`config.mk`:
```
export PLATFORM = sky130hd
export DESIGN_NAME = ssm_top
export DESIGN_NICKNAME = d
export VERILOG_FILES = /design/src/core/ssm_baud_gen.v /design/src/core/ssm_top.v
export VERILOG_INCLUDE_DIRS = /design/src /design/src/core
export SDC_FILE = /design/constraint.sdc
export NUM_CORES = 1
export LEC_CHECK = 0
export BUFFER_PORTS_ARGS = -buffer_cell sky130_fd_sc_hd__buf_2
export CORE_MARGIN = 2
export CORE_UTILIZATION = 48
export DETAILED_ROUTE_END_ITERATION = 16
export PLACE_DENSITY = 0.76
export SYNTH_ARGS = -nofsm -noshare
export SYNTH_HDL_FRONTEND = slang
export SYNTH_SLANG_ARGS = --single-unit
```
`constraint.sdc`:
```
create_clock -name hclk -period 2.05 [get_ports hclk]
set_input_delay 0.41 -clock hclk [delete_from_list [all_inputs] [get_ports hclk]]
set_output_delay 0.41 -clock hclk [all_outputs]
set_load 0.005 [all_outputs]
```
`src/core/ssm_map.vh`:
```
// register offsets, field positions and reset values for the serial master
`ifndef SSM_MAP_VH
`define SSM_MAP_VH
// -----------------------------------------------------------------
// register byte offsets
// -----------------------------------------------------------------
`define SSM_TX_CTRL_OFS   8'h00
`define SSM_RX_CTRL_OFS   8'h04
`define SSM_DIVISOR_OFS   8'h08
`define SSM_HOLD_OFS      8'h0C
// -----------------------------------------------------------------
// transmit_control_reg fields
// -----------------------------------------------------------------
`define SSM_TX_CLKSRC_BIT 7
`define SSM_TX_NINE_BIT   6
`define SSM_TX_EN_BIT     5
`define SSM_TX_SYNC_BIT   4
`define SSM_TX_HSPD_BIT   2
`define SSM_TX_EMPTY_BIT  1
`define SSM_TX_D9_BIT     0
// -----------------------------------------------------------------
// receive_control_reg fields
// -----------------------------------------------------------------
`define SSM_RX_PORT_BIT   7
`define SSM_RX_SINGLE_BIT 5
`define SSM_RX_CONT_BIT   4
// -----------------------------------------------------------------
// reset values
// -----------------------------------------------------------------
`define SSM_TX_CTRL_RST   8'h02
`define SSM_RX_CTRL_RST   8'h00
`define SSM_DIVISOR_RST   8'h00
`endif

```
`src/core/ssm_baud_gen.v`:
```
// baud generator giving a one-cycle tick every divisor+1 system cycles
`timescale 1ns/1ps
module ssm_baud_gen #(
    parameter WIDTH = 8
) (
    input  wire             hclk,
    input  wire             hresetn,
    input  wire             run,
    input  wire [WIDTH-1:0] divisor,
    output reg              tick
);
    reg [WIDTH-1:0] count;

    always @(posedge hclk or negedge hresetn)
    begin
        if (!hresetn)
        begin
            count <= {WIDTH{1'b0}};
            tick  <= 1'b0;
        end
        else if (!run)
        begin
            // restart so the first half period after start is full length
            count <= {WIDTH{1'b0}};
            tick  <= 1'b0;
        end
        else if (count >= divisor)
        begin
            count <= {WIDTH{1'b0}};
            tick  <= 1'b1;
        end
        else
        begin
            count <= count + 1'b1;
            tick  <= 1'b0;
        end
    end
endmodule

```
`src/core/ssm_top.v`:
```
// synchronous serial master transmitter with ahb-lite register slave
`timescale 1ns/1ps
`include "ssm_map.vh"
module ssm_top #(
    parameter DIV_WIDTH = 8
) (
    input  wire        hclk,
    input  wire        hresetn,
    input  wire        hsel,
    input  wire [7:0]  haddr,
    input  wire [1:0]  htrans,
    input  wire        hwrite,
    input  wire [2:0]  hsize,
    input  wire [31:0] hwdata,
    input  wire        hready,
    output wire [31:0] hrdata,
    output wire        hreadyout,
    output wire        hresp,
    output reg         shift_clock_pin_o,
    output wire        shift_clock_pin_oe,
    input  wire        shift_clock_pin_i,
    output reg         serial_data_pin_o,
    output wire        serial_data_pin_oe,
    input  wire        serial_data_pin_i
);
    // -----------------------------------------------------------------
    // state codes
    // -----------------------------------------------------------------
    localparam ST_IDLE  = 2'd0;
    localparam ST_LOW   = 2'd1;
    localparam ST_HIGH  = 2'd2;

    // -----------------------------------------------------------------
    // registers
    // -----------------------------------------------------------------
    reg                 clock_source_master_sel;
    reg                 nine_bit_tx_sel;
    reg                 transmit_en;
    reg                 sync_mode_sel;
    reg                 baud_high_speed_sel;
    reg                 tx_ninth_bit;
    reg                 serial_port_en;
    reg                 single_receive_en;
    reg                 continuous_receive_en;
    reg [DIV_WIDTH-1:0] baud_divisor_reg;
    reg [7:0]           transmit_holding_reg;
    reg                 hold_full;
    reg                 hold_ninth;
    reg [8:0]           transmit_shift_reg;
    reg [3:0]           bits_left;
    reg [1:0]           state;
    reg                 wr_pend;
    reg                 rd_pend;
    reg [7:0]           addr_q;
    reg [31:0]          rdata_q;
    reg                 clk_sync1;
    reg                 clk_sync2;
    reg                 dat_sync1;
    reg                 dat_sync2;

    wire                tick;
    wire                hold_write;
    wire                port_on;
    wire                master_tx;
    wire                load_now;
    wire                tsr_empty;

    // -----------------------------------------------------------------
    // mode decode
    // -----------------------------------------------------------------
    assign port_on   = serial_port_en;
    assign master_tx = port_on & sync_mode_sel & clock_source_master_sel
                     & ~single_receive_en & ~continuous_receive_en;
    assign tsr_empty = (state == ST_IDLE);

    // pins are read back only through synchronisers; receive path is absent
    always @(posedge hclk or negedge hresetn)
    begin
        if (!hresetn)
        begin
            clk_sync1 <= 1'b0;
            clk_sync2 <= 1'b0;
            dat_sync1 <= 1'b0;
            dat_sync2 <= 1'b0;
        end
        else
        begin
            clk_sync1 <= shift_clock_pin_i;
            clk_sync2 <= clk_sync1;
            dat_sync1 <= serial_data_pin_i;
            dat_sync2 <= dat_sync1;
        end
    end

    // -----------------------------------------------------------------
    // ahb-lite slave, zero wait states
    // -----------------------------------------------------------------
    assign hreadyout = 1'b1;
    assign hresp     = 1'b0;
    assign hrdata    = rdata_q;
    assign hold_write = wr_pend & (addr_q == `SSM_HOLD_OFS);

    always @(posedge hclk or negedge hresetn)
    begin
        if (!hresetn)
        begin
            wr_pend <= 1'b0;
            rd_pend <= 1'b0;
            addr_q  <= 8'h00;
        end
        else if (hready)
        begin
            wr_pend <= hsel & htrans[1] & hwrite;
            rd_pend <= hsel & htrans[1] & ~hwrite;
            addr_q  <= haddr;
        end
        else
        begin
            wr_pend <= 1'b0;
            rd_pend <= 1'b0;
        end
    end

    // read data registered at the address phase so it stands in the data phase
    always @(posedge hclk or negedge hresetn)
    begin
        if (!hresetn)
            rdata_q <= 32'h0000_0000;
        else if (hready & hsel & htrans[1] & ~hwrite)
        begin
            case (haddr)
                `SSM_TX_CTRL_OFS:
                    rdata_q <= {24'h00_0000, clock_source_master_sel, nine_bit_tx_sel,
                                transmit_en, sync_mode_sel, 1'b0, baud_high_speed_sel,
                                tsr_empty, tx_ninth_bit};
                `SSM_RX_CTRL_OFS:
                    rdata_q <= {24'h00_0000, serial_port_en, 1'b0, single_receive_en,
                                continuous_receive_en, 4'h0};
                `SSM_DIVISOR_OFS:
                    rdata_q <= {{(32-DIV_WIDTH){1'b0}}, baud_divisor_reg};
                `SSM_HOLD_OFS:
                    rdata_q <= {24'h00_0000, transmit_holding_reg};
                // shift register has no address; everything else reads zero
                default:
                    rdata_q <= 32'h0000_0000;
            endcase
        end
    end

    always @(posedge hclk or negedge hresetn)
    begin
        if (!hresetn)
        begin
            clock_source_master_sel <= 1'b0;
            nine_bit_tx_sel         <= 1'b0;
            transmit_en             <= 1'b0;
            sync_mode_sel           <= 1'b0;
            baud_high_speed_sel     <= 1'b0;
            tx_ninth_bit            <= 1'b0;
            serial_port_en          <= 1'b0;
            single_receive_en       <= 1'b0;
            continuous_receive_en   <= 1'b0;
            baud_divisor_reg        <= {DIV_WIDTH{1'b0}};
        end
        else if (wr_pend)
        begin
            case (addr_q)
                `SSM_TX_CTRL_OFS:
                begin
                    clock_source_master_sel <= hwdata[`SSM_TX_CLKSRC_BIT];
                    nine_bit_tx_sel         <= hwdata[`SSM_TX_NINE_BIT];
                    transmit_en             <= hwdata[`SSM_TX_EN_BIT];
                    sync_mode_sel           <= hwdata[`SSM_TX_SYNC_BIT];
                    baud_high_speed_sel     <= hwdata[`SSM_TX_HSPD_BIT];
                    tx_ninth_bit            <= hwdata[`SSM_TX_D9_BIT];
                end
                `SSM_RX_CTRL_OFS:
                begin
                    serial_port_en        <= hwdata[`SSM_RX_PORT_BIT];
                    single_receive_en     <= hwdata[`SSM_RX_SINGLE_BIT];
                    continuous_receive_en <= hwdata[`SSM_RX_CONT_BIT];
                end
                `SSM_DIVISOR_OFS:
                    baud_divisor_reg <= hwdata[DIV_WIDTH-1:0];
                default:
                    baud_divisor_reg <= baud_divisor_reg;
            endcase
        end
    end

    // -----------------------------------------------------------------
    // holding buffer
    // -----------------------------------------------------------------
    assign load_now = hold_full & tsr_empty & master_tx & transmit_en;

    always @(posedge hclk or negedge hresetn)
    begin
        if (!hresetn)
        begin
            transmit_holding_reg <= 8'h00;
            hold_full            <= 1'b0;
            hold_ninth           <= 1'b0;
        end
        else if (!port_on)
            hold_full <= 1'b0;
        else if (hold_write)
        begin
            // a write while already full overwrites the waiting character
            transmit_holding_reg <= hwdata[7:0];
            hold_ninth           <= tx_ninth_bit;
            hold_full            <= 1'b1;
        end
        else if (load_now)
            hold_full <= 1'b0;
    end

    // -----------------------------------------------------------------
    // baud generator: tick marks each half of the shift clock
    // -----------------------------------------------------------------
    ssm_baud_gen #(
        .WIDTH   (DIV_WIDTH)
    ) u_baud (
        .hclk    (hclk),
        .hresetn (hresetn),
        .run     (~tsr_empty & port_on),
        .divisor (baud_divisor_reg),
        .tick    (tick)
    );

    // -----------------------------------------------------------------
    // shifter; clock idles low, falling (trailing) edge puts out the bit
    // -----------------------------------------------------------------
    always @(posedge hclk or negedge hresetn)
    begin
        if (!hresetn)
        begin
            state              <= ST_IDLE;
            transmit_shift_reg <= 9'h000;
            bits_left          <= 4'h0;
            shift_clock_pin_o  <= 1'b0;
            serial_data_pin_o  <= 1'b0;
        end
        else if (!port_on)
        begin
            state             <= ST_IDLE;
            bits_left         <= 4'h0;
            shift_clock_pin_o <= 1'b0;
        end
        else
        begin
            case (state)
                ST_IDLE:
                begin
                    shift_clock_pin_o <= 1'b0;
                    if (load_now)
                    begin
                        // first bit appears with the load, no framing bit
                        serial_data_pin_o  <= transmit_holding_reg[0];
                        transmit_shift_reg <= {1'b0, hold_ninth, transmit_holding_reg[7:1]};
                        bits_left          <= nine_bit_tx_sel ? 4'd9 : 4'd8;
                        state              <= ST_LOW;
                    end
                end
                ST_LOW:
                    if (tick)
                    begin
                        shift_clock_pin_o <= 1'b1;
                        bits_left         <= bits_left - 4'd1;
                        state             <= ST_HIGH;
                    end
                ST_HIGH:
                    if (tick)
                    begin
                        shift_clock_pin_o <= 1'b0;
                        if (bits_left == 4'd0)
                            state <= ST_IDLE;
                        else
                        begin
                            serial_data_pin_o  <= transmit_shift_reg[0];
                            transmit_shift_reg <= {1'b0, transmit_shift_reg[8:1]};
                            state              <= ST_LOW;
                        end
                    end
                default:
                    state <= ST_IDLE;
            endcase
        end
    end

    // -----------------------------------------------------------------
    // pin drivers
    // -----------------------------------------------------------------
    assign shift_clock_pin_oe = port_on & sync_mode_sel & clock_source_master_sel;
    // data pin released in receive directions so the line is never fought
    assign serial_data_pin_oe = master_tx;
endmodule

```
==> impl_metrics.env <==
export IMPL_setup_violations_final=0
export IMPL_fin_hold_ws_ns=0.00571
export IMPL_fin_crit_sh=0.993
export IMPL_end_kind="flop"
export IMPL_synthToLayoutAreaGrowth_pct=14.6
export IMPL_max_slew_margin_rel=0.580
export IMPL_p_leak_nw=2.01
export IMPL_nets=436
export IMPL_fmax_mhz=491
export IMPL_ys_ff_latch=69
export IMPL_reg2regPathDepth=5
export IMPL_startpoint_type="flop"
export IMPL_core_area_sq_um=7290
export IMPL_ir_worst_vdd_mv=0.408
export IMPL_die_area_sq_um=8250
export IMPL_remaining_drc_errors=0
export IMPL_grt_pass1_vias=2396
export IMPL_htree_levels=3
export IMPL_critPathRequiredTime_ns=2.28
export IMPL_worst_slew_pin_slew_ns=0.626
export IMPL_drt_iter0_markers=131
export IMPL_drt_total_wl_microns=7160
export IMPL_cts_root_buf="clkbuf_8"
export IMPL_vias_per_cell=5.29
export IMPL_status="completed"
export IMPL_rr_endpoint="tx_ninth_bit$_DFFE_PN0P_"
export IMPL_wl_per_cell_microns=15.2
export IMPL_maxSlewViolCount=0
export IMPL_clkPwrFrac=0.448
export IMPL_critPathLaunch="addr_q[4]$_DFFE_PN0P_"
export IMPL_setup_slack_ns=0.0137
export IMPL_power_density_nw_per_um2=713
export IMPL_min_period_ns=2.04
export IMPL_grt_pass1_wl_microns=12000
export IMPL_synth_top_cell_area_share=0.477
export IMPL_regArea_sq_um=1730
export IMPL_dr_pass1_iters=4
export IMPL_drive_gt1_frac=0.290
export IMPL_drtAntennaViolNets=0
export IMPL_p_comb_frac=0.066
export IMPL_synth_edf_count=0
export IMPL_synthCells=324
export IMPL_synthTopCellsByArea="dfrtp_1, mux2_2, ha_1, buf_4, mux2i_1"
export IMPL_placed_cell_area_sq_um=3850
export IMPL_synth_seq_area_share=0.477
export IMPL_core_rowCount=31
export IMPL_syn_area_per_cell_sq_um=11.2
export IMPL_synthArstFlopShare=1.00
export IMPL_yosysTopAreaCell="dfrtp_1"
export IMPL_multi_input_area_sq_um=1700
export IMPL_synth_area_sq_um=3620
export IMPL_gr_total_overflow=0
export IMPL_stdcell_area_sq_um=4150
export IMPL_die_x_microns=90.8
export IMPL_die_h_microns=90.8
export IMPL_yosys_most_used_dff="dfrtp_1"
export IMPL_cp_data_arrival_time_ns=2.27
export IMPL_gp_congestion=0.796
export IMPL_seq_power_share=0.486
export IMPL_tritoncts="done"
export IMPL_start_util=0.496
export IMPL_antenna_found_initial=0
export IMPL_cts_buffers=9
export IMPL_switching_share=0.221
export IMPL_grt_usage=0.184
export IMPL_min_path_type="in -> async"
export IMPL_ioPinCount=90
export IMPL_fillerInstances=660
export IMPL_synth_cell_types=51
export IMPL_postCtsHoldBufs=0
export IMPL_cp_max_fo=3
export IMPL_r2r_slack_ns=0.01
export IMPL_maxCapViolations=0
export IMPL_final_hold_viol_count=0
export IMPL_yosysWarningCount=0
export IMPL_rsz0062_at_grt="true"
export IMPL_clkLatencyLatePin_ns=0.34
export IMPL_p_switching_uw=652
export IMPL_hpwl_microns=5170
export IMPL_r2r_start="addr_q[4]$_DFFE_PN0P_"
export IMPL_intPower_mw=2.30
export IMPL_clock_sinks=69
export IMPL_skew_ns=0.00684
export IMPL_n_antenna_cell=0
export IMPL_cts_max_path_buffers=2
export IMPL_vias=2497
export IMPL_place_ws_ns=0.0290
export IMPL_clk_pin_slew_worst_paths_ns=0.07
export IMPL_crit_type="reg -> reg"
export IMPL_port_buffers=33
export IMPL_grt_max_degree=53
==> power groups by stage <==
stage / combinational, mW / clock (mW) / sequential (mW)
floorplan: 0.143 / 0 / 1.45
global route: 0.221 / 1.42 / 1.44
detailed placement: 0.194 / 0 / 1.46
finish: 0.196 / 1.32 / 1.44
CTS: 0.194 / 1.35 / 1.43
global placement: 0.188 / 0 / 1.46
==> how the worst max path moves through the flow <==
| stage | endpoint | slack [ns] | depth (start not counted) |
|---|---|---|---|
| after floorplan | baud_high_speed_sel$_DFFE_PN0P_ | 0.09 | 4 |
| after global placement | u_baud.count[2]$_DFF_PN0_ | 0.05 | 5 |
| after detailed placement | u_baud.count[7]$_DFF_PN0_ | 0.03 | 5 |
| after CTS | baud_divisor_reg[3]$_DFFE_PN0P_ | 0.01 | 5 |
| after global routing | tx_ninth_bit$_DFFE_PN0P_ | -0.09 | 5 |
| final | tx_ninth_bit$_DFFE_PN0P_ | 0.01 | 5 |
==> layer usage <==
| layer | up-vias | global-route usage | share of wire |
|---|---|---|---|
| met3 | 11 | 0.0543 | 0.031 |
| met5 | - | 0 | 0 |
| li1 | 1187 | - | - |
| met4 | 0 | 0.0455 | 0.0091 |
| met1 | 1260 | 0.245 | 0.46 |
| met2 | 39 | 0.299 | 0.50 |
==> synth_stat cells (all sizes together) (2+ instances only) <==
library cell / number
a21boi: 2
nand2b: 3
o21ai: 17
nor2: 5
nand2: 23
conb: 2
buf: 29
nor3: 10
a21oi: 13
xor2: 4
nor3b: 2
nor4: 2
and3: 2
dfrtp: 69
a22oi: 4
o22ai: 2
o21a: 2
a31oi: 8
ha: 16
nand4: 2
mux2i: 10
xnor2: 2
a41o: 2
inv: 19
or4: 3
mux4: 3
nand3b: 2
o31ai: 2
mux2: 35
clkbuf: 8
nand3: 8
==> cell type report <==
| cell class | count | share of cell area |
|---|---|---|
| well taps | 99 | 0.0299 |
| clock inverters | 3 | 0.0157 |
| clock buffers | 13 | 0.0432 |
| repair buffers | 46 | 0.0682 |
| multi-input cells | 223 | 0.409 |
| inverters | 19 | 0.0172 |
| flip-flops and latches | 69 | 0.416 |
==> cell families (layout without fill, tap and decap cells) <==
logic type / count (synthesis) / count (layout) / synth area share
other cells: 2 / 26 / 0.00208
buf+inv: 56 / 81 / 0.0854
mux: 48 / 48 / 0.155
flops: 69 / 69 / 0.477
simple gates: 69 / 69 / 0.111
xor+xnor: 6 / 6 / 0.0145
fa+ha+maj: 16 / 16 / 0.0553
compound gates: 58 / 58 / 0.0992
==> cells in the final DEF (no fill, tap or decap), drive strengths merged, types with 2 or more instances in the layout <==
master / count
a21boi: 2
and3: 2
mux2i: 10
nand4: 2
clkbuf: 13
nor3b: 2
a31oi: 8
ha: 16
a22oi: 4
nand3: 8
dfrtp: 69
nand2: 23
buf: 46
conb: 26
xnor2: 2
xor2: 4
bufinv: 2
nor4: 2
nand3b: 2
inv: 19
nand2b: 3
a41o: 2
o21ai: 17
nor2: 5
o31ai: 2
mux2: 35
mux4: 3
o22ai: 2
nor3: 10
a21oi: 13
or4: 3
o21a: 2
==> stage by stage <==
step	cells	power, mW	TNS [ns]	utilization
2_1_floorplan	348	1.59	0	-
3_3_place_gp	454	1.65	0	0.529
3_5_place_dp	454	1.65	0	0.529
4_1_cts	470	2.98	0	0.562
5_1_grt	472	3.08	-0.567	0.569
6_report	472	2.95	0	0.569
==> worst max-delay path, cell delays in order (launching register included) <==
cell,delay [ns]
dfrtp_1,0.39
or4b_4,0.55
nor4_4,0.21
nor3b_4,0.28
buf_4,0.17
mux2_2,0.33
==> repair_timing <==
item	CTS	global route
resized for setup	0	7
setup buffers	0	2
endpoints found under the setup margin	0	26
Power figures use the tool's default switching activity.
